## config.mk

```make
export PLATFORM = sky130hd
export DESIGN_NAME = dpm_digital_port
export DESIGN_NICKNAME = d
export VERILOG_FILES = /design/src/verilog/dpm_marker.v /design/src/verilog/dpm_digital_port.v
export VERILOG_INCLUDE_DIRS = /design/src /design/src/common
export SDC_FILE = /design/constraint.sdc
export NUM_CORES = 1
export LEC_CHECK = 0
export ABC_CLOCK_PERIOD_IN_PS = 31400
export BUFFER_PORTS_ARGS = -buffer_cell sky130_fd_sc_hd__buf_2
export CORE_ASPECT_RATIO = 1.4
export CORE_UTILIZATION = 50
export CTS_CLUSTER_DIAMETER = 30
export DETAILED_ROUTE_END_ITERATION = 10
export PLACE_DENSITY = 0.76
export SYNTH_ARGS = -nofsm -noshare
export SYNTH_HDL_FRONTEND = slang
export SYNTH_SLANG_ARGS = --single-unit
```

## constraint.sdc

```tcl
create_clock -name clk -period 31.4 [get_ports clk]
set_input_delay 6.28 -clock clk [delete_from_list [all_inputs] [get_ports clk]]
set_output_delay 6.28 -clock clk [all_outputs]
set_load 0.05 [all_outputs]
```

## src/common/dpm_consts.vh

```
`ifndef DPM_CONSTS_VH
`define DPM_CONSTS_VH

// ==================================================
// Port geometry
`define DPM_PORT_WIDTH 32
`define DPM_LANE_COUNT 4
`define DPM_LANE_WIDTH 8

// ==================================================
// Port operating modes
`define DPM_MODE_MANUAL 2'h0
`define DPM_MODE_SEQUENCER 2'h1
`define DPM_MODE_READOUT 2'h2

// ==================================================
// Sampling clock selection
`define DPM_CLKSEL_INTERNAL 1'b0
`define DPM_CLKSEL_EXTERNAL 1'b1

// ==================================================
// Decimation reset value
`define DPM_DECIM_RESET 5625000

// ==================================================
// Marker source selection
`define DPM_MARK_SEL_BIT 2'h0
`define DPM_MARK_SEL_HIGH 2'h1
`define DPM_MARK_SEL_LOW 2'h2

// ==================================================
// Timing
`define DPM_CLK_PERIOD_NS 50
`define DPM_MARK_STEP_NS 1

// ==================================================
// Trigger generator states
`define DPM_TRG_IDLE 2'h0
`define DPM_TRG_PULSE 2'h1
`define DPM_TRG_HOLD 2'h2

`endif

```

## src/verilog/dpm_marker.v

```verilog
`timescale 1ns/1ns
`include "dpm_consts.vh"

module dpm_marker #(
  parameter DEPTH = 16,
  parameter DELAY_WIDTH = 16
) (
  // Clock and reset
  input wire clk,
  input wire rst,
  // Source and settings
  input wire markerBit,
  input wire [1:0] markerSel,
  input wire [DELAY_WIDTH-1:0] markerDelayNs,
  // Pin
  output reg markerOut
);

  reg [DEPTH-1:0] delayLine;
  reg srcLevel;
  wire [31:0] stepCycles;
  wire [31:0] tapIndex;

  // ==================================================
  // Source selection
  always @* begin
    case (markerSel)
      `DPM_MARK_SEL_BIT: srcLevel = markerBit; // [RULE9]
      `DPM_MARK_SEL_HIGH: srcLevel = 1'b1; // [RULE9]
      `DPM_MARK_SEL_LOW: srcLevel = 1'b0; // [RULE9]
      default: srcLevel = 1'b0;
    endcase
  end

  // ==================================================
  // Delay in 1 ns steps, realised at clock resolution
  assign stepCycles = (markerDelayNs * `DPM_MARK_STEP_NS) / `DPM_CLK_PERIOD_NS; // [RULE10]
  assign tapIndex = (stepCycles > DEPTH - 1) ? DEPTH - 1 : stepCycles;

  always @(posedge clk) begin
    if (rst) begin
      delayLine <= {DEPTH{1'b0}};
      markerOut <= 1'b0;
    end else begin
      delayLine <= {delayLine[DEPTH-2:0], srcLevel};
      if (tapIndex == 0) begin
        markerOut <= srcLevel;
      end else begin
        markerOut <= delayLine[tapIndex-1]; // [RULE10]
      end
    end
  end

endmodule

```

## src/verilog/dpm_digital_port.v

```verilog
`timescale 1ns/1ns
`include "dpm_consts.vh"

// Contract
// [RULE1] The port has 32 bits whose direction is set per byte lane by a drive setting.
// [RULE2] Output data is updated on the falling edge of the port clock.
// [RULE3] The sampling clock is driven out on a dedicated pin; the code drives clk divided by two there whatever clockSelect picks.
// [RULE4] Input is sampled by the internal clock or an external clock pin that the far side supplies.
// [RULE5] Sampling clocks are counted to a decimation value and the input latched each time it is reached.
// [RULE6] After reset the decimation value is 5625000 until software loads another.
// [RULE7] Three modes exist: manual, sequencer-driven and readout-driven output.
// [RULE8] Output values reach the pins only on lanes whose drive is on.
// [RULE9] Each marker selects an internal marker bit or constant high or low.
// [RULE10] Each marker has a delay programmed in 1 ns steps.
// [RULE11] The internal trigger emits a programmed number of repeats spaced by a holdoff.
// [RULE12] The 32 bits form four 8-bit buses switched independently.
// [RULE13] A bus with drive on is an output, with drive off an input.
// [RULE14] Software can read the current input values.
// [RULE15] The decimation counter restarts after each latch and the sample holds until the next.
// [RULE16] Changing clock selection or decimation value restarts the counter.

module dpm_digital_port #(
  parameter DECIM_RESET = `DPM_DECIM_RESET,
  parameter MARKER_COUNT = 4,
  parameter MARKER_DEPTH = 16
) (
  // Clock and reset
  input wire clk,
  input wire rst,
  // Connector pins
  input wire [31:0] parallelDigitalPortIn,
  output reg [31:0] parallelDigitalPortOut,
  output reg [31:0] parallelDigitalPortOe,
  output reg sampleClockOutPin,
  input wire externalSampleClockIn,
  // Port configuration
  input wire [1:0] portMode,
  input wire [3:0] laneDrive,
  input wire [31:0] manualOutput,
  input wire [31:0] sequencerOutput,
  input wire [31:0] readoutSequencerOutput,
  // Input sampling
  input wire clockSelect,
  input wire decimationLoad,
  input wire [31:0] decimationValue,
  output reg [31:0] currentInput,
  output reg [31:0] decimatedSample,
  output reg sampleStrobe,
  output reg [31:0] activeDecimation,
  // Markers
  input wire [MARKER_COUNT-1:0] markerBits,
  input wire [2*MARKER_COUNT-1:0] markerSel,
  input wire [16*MARKER_COUNT-1:0] markerDelayNs,
  output wire [MARKER_COUNT-1:0] markerOut,
  // Internal trigger
  input wire triggerStart,
  input wire [15:0] triggerRepeats,
  input wire [31:0] triggerHoldoff,
  output reg triggerOut,
  output wire triggerBusy
);

  reg [31:0] pinSync1;
  reg [31:0] pinSync2;
  reg [31:0] pinSync3;
  reg extSync1;
  reg extSync2;
  reg extSync3;
  reg extLevel;
  reg extLevelPrev;
  reg clockSelectPrev;
  reg [31:0] decimCount;
  reg [31:0] next_portOut;
  reg [1:0] trgState;
  reg [15:0] trgLeft;
  reg [31:0] trgWait;
  wire [31:0] pinChanged;
  wire extRise;
  wire sampleTick;
  wire restartCount;
  wire [31:0] decimLast;
  wire [31:0] laneEnable;

  // ==================================================
  // Input pin synchronisers, a change counts once stages 2 and 3 agree
  assign pinChanged = pinSync2 ^ pinSync3;

  always @(posedge clk) begin
    if (rst) begin
      pinSync1 <= 32'h00000000;
      pinSync2 <= 32'h00000000;
      pinSync3 <= 32'h00000000;
      currentInput <= 32'h00000000;
      extSync1 <= 1'b0;
      extSync2 <= 1'b0;
      extSync3 <= 1'b0;
      extLevel <= 1'b0;
      extLevelPrev <= 1'b0;
    end else begin
      pinSync1 <= parallelDigitalPortIn;
      pinSync2 <= pinSync1;
      pinSync3 <= pinSync2;
      currentInput <= (pinSync2 & ~pinChanged) | (currentInput & pinChanged); // [RULE14]
      extSync1 <= externalSampleClockIn; // [RULE4]
      extSync2 <= extSync1;
      extSync3 <= extSync2;
      if (extSync2 == extSync3) begin
        extLevel <= extSync2;
      end
      extLevelPrev <= extLevel;
    end
  end

  assign extRise = extLevel & ~extLevelPrev;

  // ==================================================
  // Decimation of the sampling clock
  assign sampleTick = (clockSelect == `DPM_CLKSEL_EXTERNAL) ? extRise : 1'b1; // [RULE4]
  assign restartCount = (clockSelect != clockSelectPrev) || decimationLoad; // [RULE16]
  assign decimLast = (activeDecimation == 32'h00000000) ? 32'h00000000 :
                     activeDecimation - 32'h00000001;

  always @(posedge clk) begin
    if (rst) begin
      activeDecimation <= DECIM_RESET; // [RULE6]
      clockSelectPrev <= `DPM_CLKSEL_INTERNAL;
      decimCount <= 32'h00000000;
      decimatedSample <= 32'h00000000;
      sampleStrobe <= 1'b0;
    end else begin
      clockSelectPrev <= clockSelect;
      sampleStrobe <= 1'b0;
      if (decimationLoad) begin
        activeDecimation <= decimationValue;
      end
      if (restartCount) begin
        decimCount <= 32'h00000000; // [RULE16]
      end else if (sampleTick) begin
        if (decimCount >= decimLast) begin
          decimCount <= 32'h00000000; // [RULE15]
          decimatedSample <= currentInput; // [RULE5]
          sampleStrobe <= 1'b1;
        end else begin
          decimCount <= decimCount + 32'h00000001; // [RULE5]
        end
      end
    end
  end

  // ==================================================
  // Internal clock divided by two driven to the connector, whatever clockSelect picks
  always @(posedge clk) begin
    if (rst) begin
      sampleClockOutPin <= 1'b0;
    end else begin
      sampleClockOutPin <= ~sampleClockOutPin; // [RULE3]
    end
  end

  // ==================================================
  // Output data source and per-lane drive
  always @* begin
    case (portMode)
      `DPM_MODE_MANUAL: next_portOut = manualOutput; // [RULE7]
      `DPM_MODE_SEQUENCER: next_portOut = sequencerOutput; // [RULE7]
      `DPM_MODE_READOUT: next_portOut = readoutSequencerOutput; // [RULE7]
      default: next_portOut = manualOutput;
    endcase
  end

  genvar lane;
  generate
    for (lane = 0; lane < `DPM_LANE_COUNT; lane = lane + 1) begin : gLane
      assign laneEnable[lane*8 +: 8] = {8{laneDrive[lane]}}; // [RULE12] [RULE13] [RULE1]
    end
  endgenerate

  always @(negedge clk) begin
    if (rst) begin
      parallelDigitalPortOut <= 32'h00000000;
      parallelDigitalPortOe <= 32'h00000000;
    end else begin
      parallelDigitalPortOut <= next_portOut & laneEnable; // [RULE2] [RULE8]
      parallelDigitalPortOe <= laneEnable; // [RULE8] [RULE13]
    end
  end

  // ==================================================
  // Marker outputs
  genvar mk;
  generate
    for (mk = 0; mk < MARKER_COUNT; mk = mk + 1) begin : gMarker
      dpm_marker #(
        .DEPTH(MARKER_DEPTH),
        .DELAY_WIDTH(16)
      ) uMarker (
        .clk(clk),
        .rst(rst),
        .markerBit(markerBits[mk]),
        .markerSel(markerSel[mk*2 +: 2]),
        .markerDelayNs(markerDelayNs[mk*16 +: 16]),
        .markerOut(markerOut[mk])
      );
    end
  endgenerate

  // ==================================================
  // Internal trigger generator
  assign triggerBusy = (trgState != `DPM_TRG_IDLE);

  always @(posedge clk) begin
    if (rst) begin
      trgState <= `DPM_TRG_IDLE;
      trgLeft <= 16'h0000;
      trgWait <= 32'h00000000;
      triggerOut <= 1'b0;
    end else begin
      triggerOut <= 1'b0;
      case (trgState)
        `DPM_TRG_IDLE: begin
          if (triggerStart && triggerRepeats != 16'h0000) begin
            trgLeft <= triggerRepeats;
            trgState <= `DPM_TRG_PULSE;
          end
        end
        `DPM_TRG_PULSE: begin
          triggerOut <= 1'b1; // [RULE11]
          trgLeft <= trgLeft - 16'h0001;
          trgWait <= triggerHoldoff;
          if (trgLeft == 16'h0001) begin
            trgState <= `DPM_TRG_IDLE;
          end else begin
            trgState <= `DPM_TRG_HOLD;
          end
        end
        `DPM_TRG_HOLD: begin
          if (trgWait == 32'h00000000) begin
            trgState <= `DPM_TRG_PULSE; // [RULE11]
          end else begin
            trgWait <= trgWait - 32'h00000001;
          end
        end
        default: trgState <= `DPM_TRG_IDLE;
      endcase
    end
  end

endmodule

```

# After elaboration in Yosys (flattened, before gate mapping)
# Index checks and enable logic that the tools add are counted.
# totals
reg_bits,408
wordCells,132
out_inout_bits,168
# classes
n_bitwise,11
n_lt_le_gt_ge,9
n_mux,34
n_reduce_logical,23
n_addsub,8
n_eq_ne,14
div_mod_pow,4
# op_table
operator,count
32-bit 2-to-1 mux,7
32-bit zero test,6
32-bit by 1-bit subtractor with 32-bit output (second input constant),6
16-bit by 6-bit divider with 32-bit output (second input constant),4
32-bit by 4-bit > comparator with 1-bit output (second input constant),4
32-bit by 5-bit < comparator with 1-bit output (second input constant),4
32-bit case mux with 2 select lines,2
32-bit AND,3
32-bit by 1-bit adder with 32-bit output (second input constant),1
32-bit >= comparator,1
32-bit NOT,1
32-bit OR,1
16-bit case mux with 2 select lines,1
32-bit XOR,1
1-bit binary-select mux with 4-bit select,4
16-bit by 1-bit == test with 1-bit output (second input constant),1
16-bit 2-to-1 mux,1
16-bit nonzero test,1
16-bit by 1-bit subtractor with 16-bit output (second input constant),1
2-bit by 1-bit == test with 1-bit output (second input constant),6
1-bit 2-to-1 mux,11
2-bit zero test,5
1-bit case mux with 2 select lines,4
2-bit 2-to-1 mux,3
other kinds (14),24

# Logic depth before layout (Yosys ltp)
# Gate-level depths: netlist (run 1).
# logic_depth
depth_word,7
mapped_depth,40
ltp_nobuf,38

# Modules after synthesis
# From an unflattened synthesis (run 1), not the netlist that was laid out.
# unflattened
cells_unflattened,3175
hier_area_um2,25983.7
# modules_own_cells
mod,n_inst,seq_area_each_um2,area_each_um2,cells_each
dpm_digital_port,1,6386.1,14107.3,1623
dpm_marker,4,340.3,2969.1,388

==> results.json, run 1 <==
{
  "outcome": "complete, no violations",
  "synth-adder-area-share_pct": 2.755,
  "grt_max_degree": 220,
  "grt_pass1_wl_um": 110700,
  "fin_area_mm2": 0.03019,
  "core-area_mm2": 0.05000,
  "cts_sinks": 387,
  "ios": 464,
  "syn_area_per_cell_um2": 7.925,
  "drc": 0,
  "hp-class": "reg -> reg",
  "crit_family": "flip-flops",
  "ys_async_sr_fraction_pct": 0,
  "max_stage_delay_ns": 0.49,
  "netlist_top_cells_area": "dfxtp_1, nor2_1, nor2b_1, a21oi_1, nand2_1",
  "yosysWarnings": 0,
  "yosysMostFrequentCell": "nor2_1",
  "synth_top_family_by_area": "compound AO/OA/AOI/OAI gates",
  "drt-vias-per-instance": 5.902,
  "first_pass_iters": 6,
  "synth-main-ff-cell": "dfxtp_1",
  "hp-start": "sampleClockOutPin",
  "slew-limit-headroom_pct": 21.66,
  "syn2layout_area_growth_pct": 19.11,
  "worstSetupPathDepth": 1,
  "yosysTopAreaCellShare_pct": 30.57,
  "cts_hold_buffers": 0,
  "path_cells": "buf_2",
  "place_ws_ns": 7.607,
  "port_buffers": 459,
  "yosys.area_share.simple_pct": 25.75,
  "rows": 97,
  "cts_resized": 0,
  "synth_compound_gate_area_share_pct": 27.19,
  "worst-path-max-fanout": 8,
  "worst_slew_pin_slew_ns": 1.175,
  "setup_ws_ns": 7.969,
  "worst-endpoint-required_ns": 25.12,
  "die_area_mm2": 0.05161,
  "cts_buffers": 67,
  "die_height_um": 268.4,
  "mappedNetlistNets": 3541,
  "synth_top_area_cell": "dfxtp_1",
  "cp_num_buf_inv": 1,
  "dr.first_iter.drc_count": 1840,
  "ant_nets": 0,
  "arrival_ns": 17.15,
  "max-vdd-ir-drop_mv": 0.05100,
  "p_leak_nw": 12.70,
  "cts_tree": "built",
  "cts.clk_slew.worst_paths_ns": 0.05,
  "nets": 3922,
  "post_dp_cell_area_mm2": 0.02767,
  "synth-edff-count": 0,
  "yosysSeqAreaShare_pct": 30.57,
  "ff2ff_path_depth": 36,
  "vias": 25270,
  "hpwlAfterDp_um": 50710,
  "globalRouteOverflowTotal": 0,
  "grt_usage_pct": 25.82,
  "start_util_pct": 50.69,
  "clock_path_buffers": 3,
  "reg2reg_from": "activeDecimation[3]",
  "synthMuxAreaShare_pct": 5.539,
  "total_power_mw": 2.564,
  "gp_congestion": 0.9387,
  "maxCapViolCount": 0,
  "critPathKind": "reg -> out",
  "antenna_found_initial": 11,
  "final-setup-viol-count": 0,
  "drive_above_1_share_pct": 20.04,
  "post_cts_buffers": 0,
  "htree_num_levels": 3,
  "critPathLaunchType": "flip-flop",
  "rsz0062_at_grt": "no",
  "wl_per_cell_um": 16.17,
  "setup_tns_ns": 0,
  "synth_commonest_cells": "nor2_1, dfxtp_1, nand2_1",
  "cpMaxStageDelayCell": "dfxtp_1",
  "synth_cells": 3198,
  "synth-xor-area-share_pct": 3.767,
  "syn_area_mm2": 0.02534,
  "finalHoldViolations": 0,
  "grt_pass1_vias": 23430,
  "ys_types": 124,
  "cts_root_buffer": "clkbuf_16",
  "hold_depth": 1,
  "drt_wl_total_um": 69220,
  "fin_worst_skew_ns": 0.02518,
  "die_x_um": 192.3,
  "finalMaxSlewViolations": 0,
  "ys_ff_latch": 387,
  "crit_path_start": "parallelDigitalPortOe[23]",
  "cp-end-kind": "output port",
  "clk-insertion-delay-late_ns": 0.60,
  "powerDensity_mw_per_mm2": 84.94
}
[sequential cells by signal, indices dropped and copies added, names as in the netlist, named ones only]
signal,count
activeDecimation,32
pinSync3,32
pinSync2,32
gMarker.uMarker.markerOut,4
trgLeft,16
gMarker.uMarker.delayLine,64
sampleClockOutPin,1
extLevel,1
trgState,2
decimCount,32
extSync1,1
parallelDigitalPortOe,4
extSync2,1
parallelDigitalPortOut,32
extSync3,1
decimatedSample,32
sampleStrobe,1
trgWait,32
extLevelPrev,1
clockSelectPrev,1
triggerOut,1
pinSync1,32
[cell families (layout without fill, tap and decap cells)]
| kind of cell | after synthesis | in the layout |
|---|---|---|
| muxes | 121 | 121 |
| other | 0 | 7 |
| AOI/OAI and AO/OA | 964 | 964 |
| buffers and inverters | 255 | 689 |
| and+or+nand+nor | 1304 | 1304 |
| adders and majority gates | 58 | 58 |
| xor gates and xnor gates | 109 | 109 |
| DFF | 387 | 387 |
[power by group]
group	total [mW]	internal, mW	leakage (nW)	switching, mW
registers	0.559	0.527	3.16	0.0316
logic	1.24	0.464	8.22	0.779
clock network	0.761	0.475	1.32	0.286
total	2.56	1.47	12.7	1.10
[cell type report]
cell class / count / area, um2
clock buffers: 73 / 1770
inverters: 60 / 225.2
multi-input cells: 2556 / 16470
diodes: 7 / 17.52
well taps: 643 / 804.5
repair buffers: 471 / 2410
fillers: 4546 / 19820
clock inverters: 85 / 737.0
flip-flops and latches: 387 / 7747
[final timing paths]
check	slack [ns]	endpoint
setup / recovery	7.97	parallelDigitalPortOe[21]
hold / removal	0.41	sampleClockOutPin
setup reg to reg	22.42	decimatedSample[19]
hold reg to reg	0.41	sampleClockOutPin
[layer usage]
metal / GRT usage (%) / vias up / wire length, um
li1: - / 12580 / -
met1: 30.09 / 11730 / 28530
met2: 45.17 / 772 / 34360
met3: 4.493 / 177 / 3778
met4: 12.75 / 6 / 2512
met5: 0 / - / 35
[cells in the final DEF (no fill, tap or decap), types with 60 or more instances in the layout]
cell type	count
buf_2	458
nor2_1	399
dfxtp_1	387
nand2_1	253
a21oi_1	191
nor2b_1	186
o21ai_0	172
inv_1	94
mux2i_1	88
nor3_1	85
nand3_1	73
clkbuf_16	68
xnor2_1	60
[through the flow]
| step | hold WS (ns) | util [%] | std cells |
|---|---|---|---|
| after floorplan | 0.4138 | - | 3198 |
| after global placement | 0.3911 | 55.33 | 4118 |
| after detailed placement | 0.3990 | 55.33 | 4118 |
| after CTS | 0.4073 | 60.33 | 4275 |
| after global routing | 0.4338 | 60.36 | 4281 |
| final | 0.4072 | 60.37 | 4282 |
Power figures use the tool's default switching activity.
==> inputs of run 2 (changes only) <==
--- a/config.mk
+++ b/config.mk
@@ -6,13 +6,13 @@
 export SDC_FILE = /design/constraint.sdc
 export NUM_CORES = 1
 export LEC_CHECK = 0
-export ABC_CLOCK_PERIOD_IN_PS = 31400
+export ABC_CLOCK_PERIOD_IN_PS = 20300
 export BUFFER_PORTS_ARGS = -buffer_cell sky130_fd_sc_hd__buf_2
 export CORE_ASPECT_RATIO = 1.4
 export CORE_UTILIZATION = 50
 export CTS_CLUSTER_DIAMETER = 30
 export DETAILED_ROUTE_END_ITERATION = 10
-export PLACE_DENSITY = 0.76
+export PLACE_DENSITY = 0.79
 export SYNTH_ARGS = -nofsm -noshare
 export SYNTH_HDL_FRONTEND = slang
 export SYNTH_SLANG_ARGS = --single-unit
==> constraint.sdc (replaced) <==
create_clock -name clk -period 20.3 [get_ports clk]
set_input_delay 4.06 -clock clk [delete_from_list [all_inputs] [get_ports clk]]
set_output_delay 4.06 -clock clk [all_outputs]
set_load 0.05 [all_outputs]
==> run 2 against run 1 <==
  * Hold slack better by 0.0014 ns
  * Setup slack worse by 3.3 ns
  * Global-route usage is 0.59 points lower
  * Combinational power is 54% higher
  * Via count hardly changed
  * Core utilization is 0.55 points lower
  * Critical endpoint is now parallelDigitalPortOut[25]
  * Largest cell class unchanged
==> results.json, run 2 (synthesis gave the netlist of run 1 again) <==
{
  "switching_share_pct": 43.72,
  "post_dp_cell_area_mm2": 0.02767,
  "reg2reg_from": "activeDecimation[3]",
  "met1_usage_pct": 29.46,
  "cts_resized": 0,
  "ff2ff_path_depth": 37,
  "layout_common_cells": "buf_2, nor2_1, dfxtp_1, nand2_1, a21oi_1",
  "critPathKind": "in -> reg",
  "cts_root_buffer": "clkbuf_16",
  "ant_nets": 0,
  "crit_top_cell": "nor2_1",
  "cts_buffers": 60,
  "crit_path_start": "portMode[0]",
  "crit_end": "parallelDigitalPortOut[25]",
  "grt_use_met3_pct": 3.905,
  "post_cts_buffers": 0,
  "core-area_mm2": 0.05000,
  "drc": 0,
  "rsz0062_at_grt": "no",
  "nets": 3915,
  "worst-path-max-fanout": 34,
  "die_height_um": 268.4,
  "fillCellCount": 4565,
  "grt_max_degree": 167,
  "rrSetupSlack_ns": 11.07,
  "p_int_mw": 2.163,
  "fin_area_mm2": 0.02991,
  "wl_per_cell_um": 15.96,
  "final-setup-viol-count": 0,
  "drt_wl_total_um": 68190,
  "finalMaxSlewViolations": 0,
  "outcome": "complete, no violations",
  "ios": 464,
  "critPathLaunchType": "input pin",
  "gp_congestion": 0.9391,
  "worst-endpoint-required_ns": 10.64,
  "largest_reg_flops": 64,
  "hp-start": "gMarker[1].uMarker.delayLine[1]",
  "powerDensity_mw_per_mm2": 128.5,
  "r2r-end": "decimatedSample[26]",
  "die_x_um": 192.3,
  "setup_tns_ns": 0,
  "maxCapViolCount": 0,
  "largest-register": "gMarker.uMarker.delayLine",
  "cts_hold_buffers": 0,
  "finalHoldViolations": 0,
  "seqPwrFrac_pct": 22.5,
  "clk-insertion-delay-late_ns": 0.63,
  "cpMaxStageDelayCell": "ha_1",
  "clock_path_buffers": 3,
  "grt_usage_pct": 25.22,
  "total_power_mw": 3.843,
  "globalRouteOverflowTotal": 0,
  "crit_family": "adder cells",
  "arrival_ns": 6.01,
  "drive_above_1_share_pct": 19.76,
  "place_ws_ns": 4.073,
  "grt_pass1_wl_um": 109400,
  "cp_num_buf_inv": 3,
  "fin_worst_skew_ns": 0.05471,
  "max_stage_delay_ns": 0.83,
  "busiest_layer": "met2",
  "port_buffers": 459,
  "met2_usage_pct": 44.96,
  "cts_sinks": 387,
  "final_common_cell": "buf_2",
  "grt_pass1_vias": 23250,
  "cp-end-kind": "flip-flop",
  "slew-limit-headroom_pct": 21.63,
  "cts_tree": "built",
  "p_leak_nw": 12.58,
  "pwr-share-clk_pct": 27.7,
  "max-vdd-ir-drop_mv": 0.08193,
  "worstSetupPathDepth": 7,
  "vias": 25290,
  "p_switching_mw": 1.680,
  "syn2layout_area_growth_pct": 18.03,
  "first_pass_iters": 5,
  "drt-vias-per-instance": 5.921,
  "setup_ws_ns": 4.635,
  "rows": 97,
  "htree_num_levels": 2,
  "hpwlAfterDp_um": 50080,
  "hp-class": "reg -> reg",
  "start_util_pct": 50.69,
  "worst_slew_pin_slew_ns": 1.176,
  "cts.clk_slew.worst_paths_ns": 0.07,
  "path_cells": "buf_2, inv_1, ha_1, buf_4, nor2_1, a21oi_1, nor2_1",
  "dr.first_iter.drc_count": 1562,
  "combPwrFrac_pct": 49.8,
  "die_area_mm2": 0.05161,
  "antenna_found_initial": 8
}
[run 2: worst min-delay path by stage]
stage,slack [ns],cells after the start,to
global placement,0.39,1,sampleClockOutPin
CTS,0.42,1,gMarker[1].uMarker.delayLine[2]
floorplan,0.41,1,extSync2
detailed placement,0.41,1,sampleClockOutPin
global route,0.43,1,gMarker[1].uMarker.delayLine[2]
finish,0.41,1,gMarker[1].uMarker.delayLine[2]
[run 2: through the flow]
step / hold slack (ns) / util, % / cells
after global placement: 0.3906 / 55.33 / 4118
after global routing: 0.4270 / 59.81 / 4270
after CTS: 0.4175 / 59.79 / 4266
after detailed placement: 0.4140 / 55.33 / 4118
final: 0.4086 / 59.82 / 4272
after floorplan: 0.4138 / - / 3198
[run 2: worst register-to-register path: cells and delay by family, from the launching register on]
family	cells	cell delay, ns
mux	1	0.41
flops	1	0.38
simple gates	10	3.66
buf+inv	1	0.24
fa+ha+maj	1	0.25
compound gates	24	4.12
[run 2: routing by layer]
| metal | vias up | routed length (um) |
|---|---|---|
| li1 | 12540 | - |
| met1 | 11830 | 28140 |
| met2 | 754 | 34390 |
| met3 | 170 | 3327 |
| met4 | 6 | 2303 |
| met5 | - | 30 |
[run 2: layout make-up]
class,count,area (um2),share of cell area (%)
multi-input cells,2556,16470,55.07
well taps,643,804.5,2.689
flip-flops and latches,387,7747,25.90
inverters,60,225.2,0.7529
diodes,6,15.01,0.05019
repair buffers,471,2410,8.056
clock inverters,82,656.9,2.196
clock buffers,67,1580,5.283
[run 2: power by group through the flow]
stage,clock [mW],combinational (mW),sequential (mW)
final,1.06,1.91,0.865
after global routing,1.12,2.12,0.873
after CTS,1.09,1.89,0.863
after detailed placement,0.0111,1.88,0.878
after global placement,0.0111,1.85,0.876
after floorplan,0.0111,1.51,0.895
==> inputs of run 3 (changes only) <==
--- a/config.mk
+++ b/config.mk
@@ -6,13 +6,13 @@
 export SDC_FILE = /design/constraint.sdc
 export NUM_CORES = 1
 export LEC_CHECK = 0
-export ABC_CLOCK_PERIOD_IN_PS = 20300
+export ABC_CLOCK_PERIOD_IN_PS = 14500
 export BUFFER_PORTS_ARGS = -buffer_cell sky130_fd_sc_hd__buf_2
 export CORE_ASPECT_RATIO = 1.4
 export CORE_UTILIZATION = 50
 export CTS_CLUSTER_DIAMETER = 30
 export DETAILED_ROUTE_END_ITERATION = 10
-export PLACE_DENSITY = 0.79
+export PLACE_DENSITY = 0.76
 export SYNTH_ARGS = -nofsm -noshare
 export SYNTH_HDL_FRONTEND = slang
 export SYNTH_SLANG_ARGS = --single-unit
==> constraint.sdc (replaced) <==
create_clock -name clk -period 14.5 [get_ports clk]
set_input_delay 2.9 -clock clk [delete_from_list [all_inputs] [get_ports clk]]
set_output_delay 2.9 -clock clk [all_outputs]
set_load 0.05 [all_outputs]
==> run 3 against run 2 <==
  * Global-route usage grew 0.96 points
  * First-iteration DRC count shrank 1.2%
  * Final cell count grew 0.44%
  * Clock power grew 71%
  * Critical endpoint is now gMarker[0].uMarker.markerOut
==> results.json, run 3 (synthesis gave the netlist of run 1 again) <==
{
  "outcome": "complete, no violations",
  "grt_usage_pct": 26.18,
  "rsz0062_at_grt": "no",
  "critPathLaunchType": "input pin",
  "critPathKind": "in -> reg",
  "timing.fmax_ghz": 0.07903,
  "wl_met3_um": 3688,
  "rrSetupSlack_ns": 5.25,
  "post_cts_buffers": 0,
  "hpwlAfterDp_um": 51170,
  "wl_met1_um": 28730,
  "cts.clk_slew.worst_paths_ns": 0.05,
  "first_pass_iters": 6,
  "grt_max_degree": 220,
  "start_util_pct": 50.69,
  "die_x_um": 192.3,
  "drc": 0,
  "setup_tns_ns": 0,
  "finalHoldViolations": 0,
  "grt_pass1_vias": 23870,
  "setup_ws_ns": 1.846,
  "globalRouteOverflowTotal": 0,
  "dr.first_iter.drc_count": 1543,
  "vias": 25360,
  "cts_root_buffer": "clkbuf_16",
  "wl_per_cell_um": 16.32,
  "r2r-end": "decimatedSample[18]",
  "reg2reg_from": "activeDecimation[3]",
  "max-vdd-ir-drop_mv": 0.1539,
  "instances_no_fill": 4291,
  "antenna_found_initial": 7,
  "rows": 97,
  "worst-endpoint-required_ns": 14.96,
  "drt-vias-per-instance": 5.910,
  "port_buffers": 459,
  "gp_congestion": 0.9399,
  "routed.top_layer": "met5",
  "hp-start": "sampleClockOutPin",
  "p_leak_nw": 12.85,
  "ios": 464,
  "grt_pass1_wl_um": 112700,
  "placedCellCount": 4122,
  "die_height_um": 268.4,
  "cts_sinks": 387,
  "cp_num_buf_inv": 1,
  "syn2layout_area_growth_pct": 20.11,
  "core-area_mm2": 0.05000,
  "worst-path-max-fanout": 15,
  "layout_common_cells": "buf_2, nor2_1, dfxtp_1, nand2_1, a21oi_1",
  "fin_crit_sh_pct": 87.27,
  "cts_hold_buffers": 0,
  "total_power_mw": 5.728,
  "dr_wl_met2_um": 35280,
  "cts_buffers": 71,
  "slew-limit-headroom_pct": 19.37,
  "final_common_cell": "buf_2",
  "hold_depth": 1,
  "cts_resized": 0,
  "max_stage_delay_ns": 0.67,
  "ff2ff_path_depth": 37,
  "maxCapViolCount": 0,
  "cpMaxStageDelayCell": "a21oi_1",
  "ant_nets": 0,
  "cts_tree": "built",
  "worst_slew_pin_slew_ns": 1.209,
  "drt_wl_total_um": 70020,
  "finalMaxSlewViolations": 0,
  "powerDensity_mw_per_mm2": 188.2,
  "largest-register": "gMarker.uMarker.delayLine",
  "clock_path_buffers": 3,
  "largest_reg_flops": 64,
  "htree_num_levels": 3,
  "hold_end": "sampleClockOutPin",
  "cp-end-kind": "flip-flop",
  "hold_slack_ns": 0.4095,
  "die_area_mm2": 0.05161,
  "hp-class": "reg -> reg",
  "drive_above_1_share_pct": 20.15,
  "clk-insertion-delay-late_ns": 0.62,
  "arrival_ns": 13.12,
  "nets": 3930,
  "place_ws_ns": 1.399,
  "fin_worst_skew_ns": 0.03153,
  "crit_family": "compound AO/OA/AOI/OAI gates",
  "min_period_ns": 12.65,
  "final-setup-viol-count": 0
}
-- run 3: changes by cell type in the layout (fill, tap and decap cells not counted), moves of 3 or more --
| cell | delta |
|---|---|
| clkinv_16 | +3 |
| clkinvlp_4 | -3 |
| buf_4 | +4 |
| clkinv_8 | -5 |
| bufinv_16 | +8 |
| clkbuf_16 | +9 |
| clkbuf_8 | +3 |
| clkinv_4 | +3 |
| inv_8 | -3 |
-- run 3: worst max path at each step --
stage                            from  slack [ns]  depth (start not counted)                           end
finish              markerDelayNs[12]        1.85                         34  gMarker[0].uMarker.markerOut
global route        markerDelayNs[12]        1.11                         34  gMarker[0].uMarker.markerOut
CTS                 markerDelayNs[12]        1.96                         34  gMarker[0].uMarker.markerOut
detailed placement  markerDelayNs[12]        1.40                         33  gMarker[0].uMarker.markerOut
global placement    markerDelayNs[12]        1.55                         34  gMarker[0].uMarker.markerOut
floorplan           markerDelayNs[12]        3.09                         34  gMarker[0].uMarker.markerOut
-- run 3: cell type report --
cell class / instances / area [um2]
clock buffers: 81 / 1854
inverters: 60 / 225.2
fillers: 4509 / 19560
multi-input cells: 2556 / 16470
repair buffers: 475 / 2440
diodes: 5 / 12.51
clock inverters: 84 / 883.3
flip-flops and latches: 387 / 7747
well taps: 643 / 804.5
-- run 3: through the flow --
stage,util (%),area [um2]
6_report,60.88,30440
5_1_grt,60.87,30440
4_1_cts,60.85,30430
3_5_place_dp,55.39,27700
3_3_place_gp,55.39,27700
2_1_floorplan,-,25340
-- run 3: power breakdown --
| part | internal [mW] | switching, mW |
|---|---|---|
| combinational | 1.02 | 1.69 |
| clock | 1.16 | 0.647 |
| sequential | 1.14 | 0.0682 |
| total | 3.32 | 2.41 |
-- run 3: layer usage --
layer / vias to the layer above / global-route usage, %
met1: 11820 / 30.29
met3: 178 / 4.754
met2: 767 / 46.12
met4: 4 / 12.49
met5: - / 0
li1: 12590 / -
